## src/rtl/fcais_pkg.sv

```systemverilog
// shared constants, range codes and carrier types for the four channel input scaler
package fcais_pkg;
	// ==========================================================
	// channel count and data widths
	localparam int NUM_CH      = 4;      // converted inputs
	localparam int CH_W        = 2;      // channel index width
	localparam int DATA_W      = 16;     // result word width
	localparam int AVG_DEPTH   = 8;      // samples in the moving average
	localparam int AVG_SHIFT   = 3;      // log2 of the average depth
	localparam int SW_W        = 10;     // configuration switch count
	localparam int CODE_W      = 3;      // range code width

	// ==========================================================
	// timing
	localparam int CLK_PERIOD_NS = 100;        // 10 MHz unit clock
	localparam int POINT_TIME_NS = 1_000_000;  // one point refreshed per ms
	localparam int POINT_CYCLES  = (POINT_TIME_NS + CLK_PERIOD_NS - 1) / CLK_PERIOD_NS;
	localparam int SETTLE_CYCLES = 3;          // switch synchroniser fill time

	// ==========================================================
	// switch positions (index 0 is switch 1)
	localparam int SW_PAIR0_LO = 0;   // switches 1..3, read as (sw1,sw2,sw3)
	localparam int SW_PAIR1_LO = 3;   // switches 4..6
	localparam int SW_AVG      = 6;   // switch 7
	localparam int SW_SOFT     = 9;   // switch 10

	// ==========================================================
	// range codes, bit2 = first switch of the group
	localparam logic [2:0] RNG_0_5V   = 3'h0;
	localparam logic [2:0] RNG_1_5V   = 3'h4;
	localparam logic [2:0] RNG_0_10V  = 3'h2;
	localparam logic [2:0] RNG_BIP10V = 3'h6;
	localparam logic [2:0] RNG_4_20MA = 3'h1;
	localparam logic [2:0] RNG_0_20MA = 3'h5;

	// ==========================================================
	// scaled limits (signed result counts)
	localparam logic signed [31:0] BIP_EXT_LO  = -32'sd3300;  // 16'hF31C
	localparam logic signed [31:0] BIP_EXT_HI  = 32'sd3300;   // 16'h0CE4
	localparam logic signed [31:0] UNI_EXT_LO  = -32'sd300;   // 16'hFED4
	localparam logic signed [31:0] UNI_EXT_HI  = 32'sd6300;   // 16'h189C
	localparam logic [15:0]        OPEN_FLAG   = 16'h7FFF;    // open-circuit marker
	localparam logic signed [31:0] OPEN_MV     = 32'sd800;    // 0.8 V in mV
	localparam logic signed [31:0] OPEN_UA     = 32'sd3200;   // 3.2 mA in uA

	// ==========================================================
	// apb register map (byte offsets)
	localparam logic [7:0] OFS_RESULT0 = 8'h00;  // results 0..3 at 00,04,08,0C
	localparam logic [7:0] OFS_RANGE   = 8'h10;  // software ranges, 3 bits per channel
	localparam logic [7:0] OFS_STATUS  = 8'h14;  // switch snapshot and channel flags
	localparam logic [11:0] RANGE_RESET = 12'h000;  // all channels 0-5 V
	localparam int ST_READY_LO = 16;   // ready flags
	localparam int ST_OPEN_LO  = 20;   // open-circuit flags
	localparam int ST_BAD_LO   = 24;   // invalid range flags

	// ==========================================================
	// carrier types
	typedef struct packed {
		logic [CH_W-1:0]          chan;  // channel converted
		logic signed [DATA_W-1:0] raw;   // mV or uA, signed
	} fcais_sample_t;

	typedef struct packed {
		logic              ready;  // first result available
		logic              open;   // open-circuit forced
		logic [DATA_W-1:0] data;   // result word
	} fcais_result_t;
endpackage

```

## src/rtl/fcais_top.sv

```systemverilog
// four channel analog input scaler with switch/apb range control and averaging
// Summary of operation
// RULE1 - switch ranges apply per input pair
// RULE2 - switches 1-3 code range of inputs 0,1
// RULE3 - switches 4-6 code range of inputs 2,3
// RULE4 - switches 8 and 9 kept off
// RULE5 - switch 10 selects switch or software ranges
// RULE6 - software ranges default to 0-5 V
// RULE7 - software range held per channel
// RULE8 - results clamp at extended range limits
// RULE9 - bipolar maps F448..0BB8, clamps F31C..0CE4
// RULE10 - unipolar maps 0000..1770, clamps FED4..189C
// RULE11 - negatives are 16-bit two's complement
// RULE12 - open line reads zero on plain ranges
// RULE13 - live-zero under threshold forces 7FFF
// RULE14 - open check every conversion, self-clearing; with averaging on, a channel's first seven conversions are not checked
// RULE15 - switch 7 enables averaging on all
// RULE16 - average of last eight conversions
// RULE17 - no result until eight samples averaged
// RULE18 - one ms per point regardless averaging
// RULE19 - all four channels every 4 ms
// RULE20 - switches sampled only after reset
module fcais_top
	import fcais_pkg::*;
#(
	parameter int POINT_CYC = fcais_pkg::POINT_CYCLES  // cycles per conversion slot
) (
	input  wire logic                    pclk,
	input  wire logic                    presetn,
	input  wire logic                    psel,
	input  wire logic                    penable,
	input  wire logic                    pwrite,
	input  wire logic [7:0]              paddr,
	input  wire logic [31:0]             pwdata,
	output logic                         pready,
	output logic [31:0]                  prdata,
	output logic                         pslverr,
	input  wire logic [fcais_pkg::SW_W-1:0] dip_sw,
	output logic                         conv_req,
	output logic [fcais_pkg::CH_W-1:0]   conv_chan,
	input  wire logic                    adc_valid,
	input  wire fcais_pkg::fcais_sample_t adc_sample,
	output fcais_pkg::fcais_result_t     result [fcais_pkg::NUM_CH]
);
	import fcais_pkg::*;

	// ==========================================================
	// functions
	// scale a raw reading for a range code, already clamped
	function automatic logic signed [31:0] scale_clamp(input logic [2:0] code,
		input logic signed [15:0] raw);
		logic signed [31:0] x;
		logic signed [31:0] v;
		logic signed [31:0] lo;
		logic signed [31:0] hi;
		x  = 32'(raw);
		lo = UNI_EXT_LO;
		hi = UNI_EXT_HI;
		case (code)
			RNG_0_5V:   v = (x * 6) / 5;             // 5000 mV -> 6000
			RNG_1_5V:   v = ((x - 1000) * 3) / 2;    // 4000 mV span
			RNG_0_10V:  v = (x * 3) / 5;             // 10000 mV -> 6000
			RNG_BIP10V: begin
				v  = (x * 3) / 10;                  // +-10000 mV -> +-3000 [RULE9]
				lo = BIP_EXT_LO;
				hi = BIP_EXT_HI;
			end
			RNG_4_20MA: v = ((x - 4000) * 3) / 8;    // 16000 uA span [RULE10]
			RNG_0_20MA: v = (x * 3) / 10;            // 20000 uA -> 6000
			default:    v = 32'sd0;                  // invalid code reads zero
		endcase
		// clamp at the extended data limits
		if (v < lo) begin
			v = lo;  // [RULE8]
		end else if (v > hi) begin
			v = hi;  // [RULE8]
		end
		return v;
	endfunction

	// live-zero ranges only; plain ranges fall to zero naturally [RULE12]
	function automatic logic open_check(input logic [2:0] code,
		input logic signed [15:0] raw);
		logic signed [31:0] x;
		x = 32'(raw);
		case (code)
			RNG_1_5V:   return x < OPEN_MV;  // [RULE13]
			RNG_4_20MA: return x < OPEN_UA;  // [RULE13]
			default:    return 1'b0;
		endcase
	endfunction

	function automatic logic code_ok(input logic [2:0] code);
		case (code)
			RNG_0_5V, RNG_1_5V, RNG_0_10V, RNG_BIP10V, RNG_4_20MA, RNG_0_20MA: return 1'b1;
			default: return 1'b0;
		endcase
	endfunction

	// ==========================================================
	// switch synchroniser and one-time capture
	logic [SW_W-1:0] sw_meta_reg;    // first stage, read only by stage two
	logic [SW_W-1:0] sw_s2_reg;      // second stage
	logic [SW_W-1:0] sw_s3_reg;      // third stage
	logic [SW_W-1:0] sw_cfg_reg;     // frozen snapshot
	logic            cfg_done_reg;   // snapshot taken
	logic [1:0]      settle_reg;     // synchroniser fill count

	// three stages; a change counts once stages two and three agree
	always_ff @(posedge pclk or negedge presetn) begin
		if (!presetn) begin
			sw_meta_reg <= '0;
			sw_s2_reg   <= '0;
			sw_s3_reg   <= '0;
		end else begin
			sw_meta_reg <= dip_sw;
			sw_s2_reg   <= sw_meta_reg;
			sw_s3_reg   <= sw_s2_reg;
		end
	end

	// switches move only with power off, so one snapshot after reset suffices
	always_ff @(posedge pclk or negedge presetn) begin
		if (!presetn) begin
			settle_reg   <= '0;
			cfg_done_reg <= 1'b0;
			sw_cfg_reg   <= '0;
		end else if (!cfg_done_reg) begin
			if (settle_reg != 2'(SETTLE_CYCLES)) begin
				settle_reg <= settle_reg + 2'd1;
			end else if (sw_s2_reg == sw_s3_reg) begin
				sw_cfg_reg   <= sw_s3_reg;  // [RULE20]
				cfg_done_reg <= 1'b1;       // [RULE20]
			end
		end
	end

	// ==========================================================
	// range selection
	logic [11:0] soft_range_reg;       // software range, one field per channel
	logic [2:0]  ch_code [NUM_CH];     // effective code per channel
	logic        soft_mode;            // switch 10 on
	logic        avg_en;               // switch 7 on

	assign soft_mode = sw_cfg_reg[SW_SOFT];  // [RULE5]
	assign avg_en    = sw_cfg_reg[SW_AVG];   // [RULE15]

	// pair codes from switches, or per-channel codes from software
	always_comb begin
		for (int c = 0; c < NUM_CH; c++) begin
			if (soft_mode) begin
				ch_code[c] = soft_range_reg[3*c +: 3];  // [RULE7]
			end else if (c < 2) begin
				// (sw1,sw2,sw3) with sw1 as the top bit [RULE1] [RULE2]
				ch_code[c] = {sw_cfg_reg[SW_PAIR0_LO], sw_cfg_reg[SW_PAIR0_LO+1],
					sw_cfg_reg[SW_PAIR0_LO+2]};
			end else begin
				// same table on switches 4..6 [RULE1] [RULE3]
				ch_code[c] = {sw_cfg_reg[SW_PAIR1_LO], sw_cfg_reg[SW_PAIR1_LO+1],
					sw_cfg_reg[SW_PAIR1_LO+2]};
			end
		end
	end

	// ==========================================================
	// conversion scheduler: one point per slot, four slots per sweep
	typedef enum logic [1:0] {ST_WAIT_CFG, ST_RUN} fcais_sched_t;
	fcais_sched_t   state_reg;     // scheduler state
	logic [31:0]    slot_cnt_reg;  // cycles within the current slot
	logic [CH_W-1:0] chan_reg;     // channel of the latest request
	logic            req_reg;      // request pulse

	// requests stay at fixed pace, averaging adds no delay [RULE18] [RULE19]
	always_ff @(posedge pclk or negedge presetn) begin
		if (!presetn) begin
			state_reg    <= ST_WAIT_CFG;
			slot_cnt_reg <= '0;
			chan_reg     <= '1;  // so the first request names channel 0
			req_reg      <= 1'b0;
		end else begin
			req_reg <= 1'b0;
			case (state_reg)
				ST_WAIT_CFG: begin
					if (cfg_done_reg) begin
						state_reg    <= ST_RUN;
						slot_cnt_reg <= 32'(POINT_CYC - 1);
					end
				end
				ST_RUN: begin
					if (slot_cnt_reg == 32'(POINT_CYC - 1)) begin
						slot_cnt_reg <= '0;
						req_reg      <= 1'b1;               // [RULE19]
						chan_reg     <= chan_reg + 2'd1;    // wraps after channel 3
					end else begin
						slot_cnt_reg <= slot_cnt_reg + 32'd1;
					end
				end
				default: state_reg <= ST_WAIT_CFG;
			endcase
		end
	end

	assign conv_req  = req_reg;
	assign conv_chan = chan_reg;  // straight from the flip-flop, held until the next pulse

	// ==========================================================
	// per-sample processing
	logic [15:0]  hist_reg [NUM_CH][AVG_DEPTH];  // last eight scaled values
	logic [2:0]   wr_idx_reg [NUM_CH];           // next history slot
	logic [3:0]   fill_reg [NUM_CH];             // samples taken, saturates at 8
	logic         in_chan_ok;                    // sample chan
	logic [2:0]   in_code;                       // range of the sampled channel
	logic signed [31:0] in_scaled;               // scaled and clamped
	logic         in_open;                       // open-circuit now
	logic signed [31:0] in_sum;                  // history sum with new value
	logic [15:0]  in_avg;                        // average word

	assign in_chan_ok = 1'b1;
	assign in_code    = ch_code[adc_sample.chan];
	assign in_scaled  = scale_clamp(in_code, adc_sample.raw);
	assign in_open    = open_check(in_code, adc_sample.raw);

	// sum of the eight most recent values, the new one replacing the oldest
	always_comb begin
		in_sum = 32'sd0;
		for (int k = 0; k < AVG_DEPTH; k++) begin
			if (3'(k) == wr_idx_reg[adc_sample.chan]) begin
				in_sum = in_sum + in_scaled;
			end else begin
				in_sum = in_sum + 32'(signed'(hist_reg[adc_sample.chan][k]));
			end
		end
		in_avg = 16'(in_sum >>> AVG_SHIFT);  // [RULE16]
	end

	// history ring and fill count
	always_ff @(posedge pclk or negedge presetn) begin
		if (!presetn) begin
			for (int c = 0; c < NUM_CH; c++) begin
				wr_idx_reg[c] <= '0;
				fill_reg[c]   <= '0;
				for (int k = 0; k < AVG_DEPTH; k++) begin
					hist_reg[c][k] <= '0;
				end
			end
		end else if (adc_valid && in_chan_ok) begin
			hist_reg[adc_sample.chan][wr_idx_reg[adc_sample.chan]] <= 16'(in_scaled);
			wr_idx_reg[adc_sample.chan] <= wr_idx_reg[adc_sample.chan] + 3'd1;
			if (fill_reg[adc_sample.chan] != 4'(AVG_DEPTH)) begin
				fill_reg[adc_sample.chan] <= fill_reg[adc_sample.chan] + 4'd1;
			end
		end
	end

	// result words, refreshed on each conversion of the channel once it is ready (eighth sample on with averaging)
	fcais_result_t res_reg [NUM_CH];  // held results
	logic          in_ready;          // this sample makes the channel ready

	assign in_ready = !avg_en || (fill_reg[adc_sample.chan] >= 4'(AVG_DEPTH - 1));

	always_ff @(posedge pclk or negedge presetn) begin
		if (!presetn) begin
			for (int c = 0; c < NUM_CH; c++) begin
				res_reg[c] <= '0;
			end
		end else if (adc_valid && in_ready) begin
			// open flag follows every conversion once the channel is ready and clears itself [RULE14]
			res_reg[adc_sample.chan].open  <= in_open;
			res_reg[adc_sample.chan].ready <= 1'b1;  // [RULE17]
			if (in_open) begin
				res_reg[adc_sample.chan].data <= OPEN_FLAG;  // [RULE13]
			end else if (avg_en) begin
				res_reg[adc_sample.chan].data <= in_avg;  // [RULE15] [RULE16]
			end else begin
				// low 16 bits of the signed value are its two's complement [RULE11]
				res_reg[adc_sample.chan].data <= 16'(in_scaled);
			end
		end
	end

	assign result = res_reg;

	// ==========================================================
	// apb slave, zero wait states
	logic       wr_en;      // write access phase
	logic       addr_hit;   // mapped address
	logic [3:0] bad_code;   // invalid range per channel

	assign pready   = 1'b1;
	assign wr_en    = psel && penable && pwrite;
	assign addr_hit = (paddr[1:0] == 2'b00) && (paddr <= OFS_STATUS);
	assign pslverr  = psel && penable && !addr_hit;

	always_comb begin
		for (int c = 0; c < NUM_CH; c++) begin
			bad_code[c] = !code_ok(ch_code[c]);
		end
	end

	// software range register; only meaningful once switch 10 is on [RULE6]
	always_ff @(posedge pclk or negedge presetn) begin
		if (!presetn) begin
			soft_range_reg <= RANGE_RESET;  // [RULE6]
		end else if (wr_en && paddr == OFS_RANGE) begin
			soft_range_reg <= pwdata[11:0];  // [RULE7]
		end
	end

	// read mux; unmapped words read zero with pslverr
	always_comb begin
		prdata = '0;
		if (paddr < OFS_RANGE && paddr[1:0] == 2'b00) begin
			prdata = {16'h0000, res_reg[paddr[3:2]].data};
		end else if (paddr == OFS_RANGE) begin
			prdata = {20'h0_0000, soft_range_reg};
		end else if (paddr == OFS_STATUS) begin
			prdata[SW_W-1:0] = sw_cfg_reg;
			for (int c = 0; c < NUM_CH; c++) begin
				prdata[ST_READY_LO + c] = res_reg[c].ready;
				prdata[ST_OPEN_LO + c]  = res_reg[c].open;
				prdata[ST_BAD_LO + c]   = bad_code[c];
			end
		end
	end

	// ==========================================================
	// assertions
	property p_snapshot_frozen;
		@(posedge pclk) disable iff (!presetn)
		cfg_done_reg |=> $stable(sw_cfg_reg);
	endproperty
	a_snapshot_frozen: assert property (p_snapshot_frozen)  // [RULE20]
		else $error("switch snapshot changed after capture");

	property p_pair_share;
		@(posedge pclk) disable iff (!presetn)
		!soft_mode |-> (ch_code[0] == ch_code[1]) && (ch_code[2] == ch_code[3]);
	endproperty
	a_pair_share: assert property (p_pair_share)  // [RULE1]
		else $error("pair channels got different switch ranges");

	property p_pair0_code;
		@(posedge pclk) disable iff (!presetn)
		!soft_mode |-> ch_code[0] == {sw_cfg_reg[0], sw_cfg_reg[1], sw_cfg_reg[2]};
	endproperty
	a_pair0_code: assert property (p_pair0_code)  // [RULE2]
		else $error("inputs 0,1 range not from switches 1-3");

	property p_pair1_code;
		@(posedge pclk) disable iff (!presetn)
		!soft_mode |-> ch_code[2] == {sw_cfg_reg[3], sw_cfg_reg[4], sw_cfg_reg[5]};
	endproperty
	a_pair1_code: assert property (p_pair1_code)  // [RULE3]
		else $error("inputs 2,3 range not from switches 4-6");

	property p_soft_code;
		@(posedge pclk) disable iff (!presetn)
		soft_mode |-> ch_code[3] == soft_range_reg[11:9];
	endproperty
	a_soft_code: assert property (p_soft_code)  // [RULE5]
		else $error("software range not used with switch 10 on");

	property p_open_flag;
		@(posedge pclk) disable iff (!presetn)
		adc_valid && in_ready && in_open |=> res_reg[$past(adc_sample.chan)].data == 16'h7FFF;
	endproperty
	a_open_flag: assert property (p_open_flag)  // [RULE13]
		else $error("open circuit did not force 7FFF");

	property p_open_clear;
		@(posedge pclk) disable iff (!presetn)
		adc_valid && in_ready && !in_open |=> !res_reg[$past(adc_sample.chan)].open;
	endproperty
	a_open_clear: assert property (p_open_clear)  // [RULE14]
		else $error("open flag not cleared by good conversion");

	property p_clamp;
		@(posedge pclk) disable iff (!presetn)
		adc_valid |-> (in_scaled >= BIP_EXT_LO) && (in_scaled <= UNI_EXT_HI)
			&& (in_code != RNG_BIP10V || in_scaled <= BIP_EXT_HI)
			&& (in_code == RNG_BIP10V || in_scaled >= UNI_EXT_LO);
	endproperty
	a_clamp: assert property (p_clamp)  // [RULE8]
		else $error("scaled value outside extended range");

	property p_avg_wait;
		@(posedge pclk) disable iff (!presetn)
		avg_en && adc_valid && fill_reg[adc_sample.chan] < 4'd7
			|=> !res_reg[$past(adc_sample.chan)].ready || $past(res_reg[adc_sample.chan].ready);
	endproperty
	a_avg_wait: assert property (p_avg_wait)  // [RULE17]
		else $error("averaged result before eight samples");

	property p_slot_pace;
		@(posedge pclk) disable iff (!presetn)
		conv_req |=> !conv_req [*8];
	endproperty
	a_slot_pace: assert property (p_slot_pace)  // [RULE18]
		else $error("conversion requests too close together");
endmodule

```

## config.mk

```make
export PLATFORM = sky130hd
export DESIGN_NAME = fcais_top
export DESIGN_NICKNAME = d
export VERILOG_FILES = /design/src/rtl/fcais_pkg.sv /design/src/rtl/fcais_top.sv
export SDC_FILE = /design/constraint.sdc
export NUM_CORES = 2
export LEC_CHECK = 0
export BUFFER_PORTS_ARGS = -buffer_cell sky130_fd_sc_hd__buf_4
export CAP_MARGIN = 10
export CORE_MARGIN = 2
export CORE_UTILIZATION = 40
export DETAILED_ROUTE_END_ITERATION = 8
export GPL_TIMING_DRIVEN = 0
export PLACE_DENSITY = 0.65
export SLEW_MARGIN = 20
export SYNTH_ARGS = -nofsm -noshare
export SYNTH_HDL_FRONTEND = slang
export SYNTH_SLANG_ARGS = --single-unit
```

## constraint.sdc

```tcl
create_clock -name pclk -period 179.1 [get_ports pclk]
set_input_delay 26.865 -clock pclk [delete_from_list [all_inputs] [get_ports pclk]]
set_output_delay 26.865 -clock pclk [all_outputs]
set_load 0.1 [all_outputs]
```

* Yosys cells after proc, flatten, opt, wreduce, memory -nomap -nowiden *
Cells that the tools add are included.

word-level totals
  logic and storage cells = 267
  bits in registers = 704
  bits of input ports = 74
  output and inout port bits = 109

cells by class
  reduce and logical (&&, ||, !) cells = 37
  order comparisons = 12
  muxes and demuxes = 77
  multiply operators = 4
  equal/unequal tests = 40
  add/subtract/negate cells = 23
  bitwise operators = 8
  divide/modulo/power cells = 3

operators by type and width
  kind                     number
  $bwmux W512              1
  $mux W128                3
  $bwmux W72               5
  $bmux W128 S2            1
  $demux W128 S2           1
  $mux W19                 10
  $pmux W32 S5             1
  $mux W72                 2
  $add A19 B16 Y19         7
  $add A19 B19 Y19         7
  $demux W18 S2            3
  $add A32 B1 Y32          2
  $div A32 B4 Y32 const B  2
  $mux W16                 4
  $mux W32                 2
  $pmux W32 S2             1
  $demux W16 S3            1
  $eq A3 B3 Y1 const B     15
  $mul A17 B3 Y20 const B  2
  $mul A16 B3 Y19 const B  2
  $bmux W18 S2             1
  $mux W12                 3
  $add A32 B1 Y32 const B  1
  $div A32 B5 Y32 const B  1
  59 further kinds         126

* Logic depth before layout (Yosys ltp) *
  depth after elaboration = 28
  mapped depth = 395
  gate-level depth less buffers = 374

* Least setup slack after synthesis *
No wires, ideal clock.

  path kind = input port to flip-flop
  start = input port adc_sample[16] in the netlist's numbering
  end = register res_reg (netlist bit result[15])
  setup slack = 69.769 ns
  arrival = 109.203 ns
  cell stages on the path = 370
  buffers on the path = 25
  required time = 178.972 ns
  path through = clkbuf_1 mux2i_1 nand2_1 o211ai_1 o21ai_0 and2_1 o21ai_0 inv_1 ha_1 o211a_1 o21ai_2 a211o_1 inv_1 ha_1 a21oi_1 a21boi_1 a311oi_2 mux2_2 [... 334 more ...] o21bai_1 a21oi_1 o21bai_1 a21oi_1 o21bai_1 a21oi_1 o21bai_1 a21oi_1 o21bai_1 a21oi_1 xor2_1 xnor2_1 xnor2_1 xnor2_1 xnor2_1 or4_1 a21oi_2 o41ai_1

on the way
  cells in the longest elaborated chain, start to end = 28
  elaborated cells on any way between the ends = 75

ends and longest elaborated chain
  item                                                         line                                text
  from (decl)                                                  fcais_top.sv:42                     input wire fcais_pkg::fcais_sample_t adc_sample,
  $not A2 Y3 (not written as such) *                           --
  $bmux W3 S2                                                  fcais_top.sv:219                    assign in_code = ch_code[adc_sample.chan];
  $mux W3 (not written as such) (2 in a row)                   fcais_top.sv:219
  $eq A3 B3 Y1                                                 fcais_top.sv:59                     case (code)
  $reduce_or A2 Y1 (no line)                                   --
  $pmux W32 S5                                                 fcais_top.sv:59
  $gt A32 B14 Y1                                               fcais_top.sv:75                     end else if (v > hi) begin
  $mux W19                                                     fcais_top.sv:75
  [... 11 more ...]                                            --
  $mux W19                                                     fcais_top.sv:227                    if (3'(k) == wr_idx_reg[adc_sample.chan]) begin
  $add A19 B16 Y19 / $add A19 B19 Y19 (equally long branches)  fcais_top.sv:230, fcais_top.sv:228
  $mux W19                                                     fcais_top.sv:227
  $add A19 B16 Y19 / $add A19 B19 Y19 (equally long branches)  fcais_top.sv:230, fcais_top.sv:228
  $mux W19                                                     fcais_top.sv:227
  $bwmux W72                                                   fcais_top.sv:273                    res_reg[adc_sample.chan].data <= in_avg;
  $mux W72                                                     fcais_top.sv:272                    end else if (avg_en) begin
  $mux W72                                                     fcais_top.sv:270                    if (in_open) begin
  to (decl)                                                    fcais_top.sv:256                    fcais_result_t res_reg [NUM_CH];

Mark *: on every way between the ends. The rest lies on a longest branch, timed or not. The select of a mux whose other input is x is not followed.
A chain may end at the register's enable or synchronous reset.

* Worst setup path in the final report *
Same ends and word-level chain as after synthesis.

==> impl_results.md <==
- Max_slew headroom: 0.133
- Number of flops mapped to enable cells by yosys: 0
- Critical Path Sink: result[15]
- Register-to-Register Path Depth: about 370
- Worst min path class: reg -> reg
- Max Fclk: between 0.008 and 0.009 GHz
- Fin crit share: 0.688
- CTS Hold Bufs: 0
- Total negative setup slack: 0 ns
- RR Startpoint: sw_cfg_reg[9]
- Area grow syn2layout: 10.7%
- Worst endpoint required time: 179.62 ns
- Final hold vios: 0
- Post-Syn Area: just over 60,000 sq um
- Crit. End Element: flip-flop
- Drt total wl: 215,000 um
- Die width: 395 um
- Synth Register Bits: approximately 700
- Reg2reg setup slack: 82.10 ns
- Initial antenna violation count: 22
- Yosys warns: 0
- DRT iter0 DRCs: 5,939
- DR vias/cell: 6.04
- Fill cells: about 15,000
- Row cnt: 143
- Critical path type: in -> reg
- Max reg flops: around 510
- Worst setup SP type: input port
- Clk root buf: clkbuf_16
- Dpl hpwl: 165,000 um
- Worst path arrival time: 123.78 ns
- Peak fanout along the critical path: 11
- DIE AREA: 156,000 sq um
- CTS HTree Levels: 3
- Sequential element share of the synthesized area: 0.288
- Slew Viols, Final: 0
- Least-Margin Pin Slew: 1.30 ns
- PortBufs: 155
- Via count: 58,900
- Avg Inst Size Synth: roughly 8.3 sq um
- Status: complete, no violations
- Post-synthesis cell type count: roughly 150
- TritonCTS clock tree: done
- Max Root-Sink Buffers: 3
- Postcts setup bufs: 0
- WL/cell: 22.1 um
- Final nets: 8,101
- Core area: 152,000 sq um
- CTS-repair resized insts: 0
- Setup Viol. Count Final: 0
- Cell count after synthesis: 7,386
- Initial DRT Pass Iterations: 8
- Fin crit period: 123.26 ns
- ANT nets after route: 0
- WP buf/inv: 35
- Num CTS Buffers: between 70 and 80
- Cell mode on critical path: a21oi_1
- Delay-heaviest family, CP: simple AND/OR/NAND/NOR gates
- Levels on crit path: 372
- Total grt overflow: 0
- Ports: approximately 180
- Peak per-stage delay on the critical path: 0.92 ns
- Share of synthesized registers carrying an async set or reset: 1.00
- Placer Congestion: 0.985
- Global Route Usage Sum: 0.269
- CTS Sinks: ~700
- Worst Setup SP: adc_sample[16]
- Max Cap Violations: 0
- Skew-Pair Late Insertion Delay: about 0.67 ns
- Ratio of cells with drive above 1 in the final layout: 0.102
- Clock Skews: 0.0643 ns
- Critical-path top delay cell: clkbuf_1
- Drc violations: 0
- Die height: 395 um
- Number of global-route vias before repair: roughly 56,000
- Clock slew at reported path FFs: 0.07 ns
- Largest net degree at the start of global routing: around 100
- Primary FF master, synth: dfrtp_1
- RSZ-0062 raised after global routing: false
- Reg-to-reg endpoint: result[15]
- Initial cell density of the core: 0.403
- First-pass GRT wire length: 332,000 um
-- layout by cell type, fill, tap and decap left out, types with 119 or more instances in the layout --
master,netlist,layout
inv_1,213,212
nor3_1,153,150
buf_4,25,179
a21oi_1,440,440
clkbuf_1,263,260
a21o_1,119,119
xor2_1,124,124
ha_1,377,377
nand3_1,193,193
nand2_1,1264,1264
o21ai_0,759,757
xnor2_1,370,370
dfrtp_1,701,701
mux4_2,151,151
nor2_1,451,447
-- how the worst min path moves through the flow --
stage                         to  cells past startpoint  slack, ns      startpoint
floorplan           sw_s2_reg[0]                      0       0.33  sw_meta_reg[0]
global placement    sw_s2_reg[5]                      0       0.33  sw_meta_reg[5]
detailed placement  sw_s2_reg[6]                      0       0.33  sw_meta_reg[6]
CTS                 sw_s2_reg[5]                      0       0.31  sw_meta_reg[5]
global route        sw_s2_reg[5]                      0       0.31  sw_meta_reg[5]
finish              sw_s2_reg[5]                      0       0.31  sw_meta_reg[5]
-- worst register-to-register path: cells and delay by family (launching register included) --
kind            cells  cell delay [ns]
fa+ha+maj          36            11.39
mux                 6             2.00
simple gates      138            36.40
xor+xnor           11             2.30
flops               1             0.38
buf+inv            35             7.96
compound gates    146            36.38
-- through the flow --
| stage | setup WS [ns] | std cells | cell area [sq um] | hold WS, ns | utilization |
|---|---|---|---|---|---|
| detailed placement | 56.99 | 9599 | 65300 | 0.335 | 0.430 |
| global route | 47.77 | 9733 | 67600 | 0.310 | 0.446 |
| CTS | 57.24 | 9725 | 67600 | 0.308 | 0.445 |
| floorplan | 69.77 | 7402 | 61100 | 0.331 | - |
| global placement | 43.81 | 9587 | 64800 | 0.332 | 0.427 |
| finish | 55.84 | 9740 | 67600 | 0.313 | 0.446 |
-- layout make-up --
class                   count  area (sq um)  area share
repair buffers            167          1500      0.0222
plain buffers             357          1560      0.0230
flip-flops and latches    703         17600       0.260
diodes                     15          37.5    0.000555
multi-input cells        6123         41200       0.610
inverters                 219           825      0.0122
clock inverters            22           225     0.00333
well taps                2030          2540      0.0376
clock buffers             104          2100      0.0311
-- per-layer routing --
layer	vias up	GRT usage	wire, um
met5	-	0	94
met4	14	0.0934	8340
met3	461	0.0531	18200
met2	2299	0.433	98200
met1	28700	0.360	90700
li1	27300	-	-
-- synth_stat cells (151+ instances only) --
library cell,number,area share
a21oi_1,440,0.036
mux4_2,151,0.056
nand2_1,1264,0.078
nor3_1,153,0.013
ha_1,377,0.077
clkbuf_1,263,0.016
xnor2_1,370,0.053
inv_1,213,0.013
nand3_1,193,0.016
nor2_1,451,0.028
dfrtp_1,701,0.29
o21ai_0,759,0.062
-- kinds of logic after synthesis --
family	after synthesis	synth area share
simple gates	2717	0.211
compound gates	2209	0.229
flops	703	0.288
buf+inv	576	0.0384
xor+xnor	498	0.0721
fa+ha+maj	388	0.0800
mux	293	0.0806
other cells	2	0.000123
Power is not shown: default switching activity piles up to over one toggle a cycle in this logic, so the estimate is an artifact.
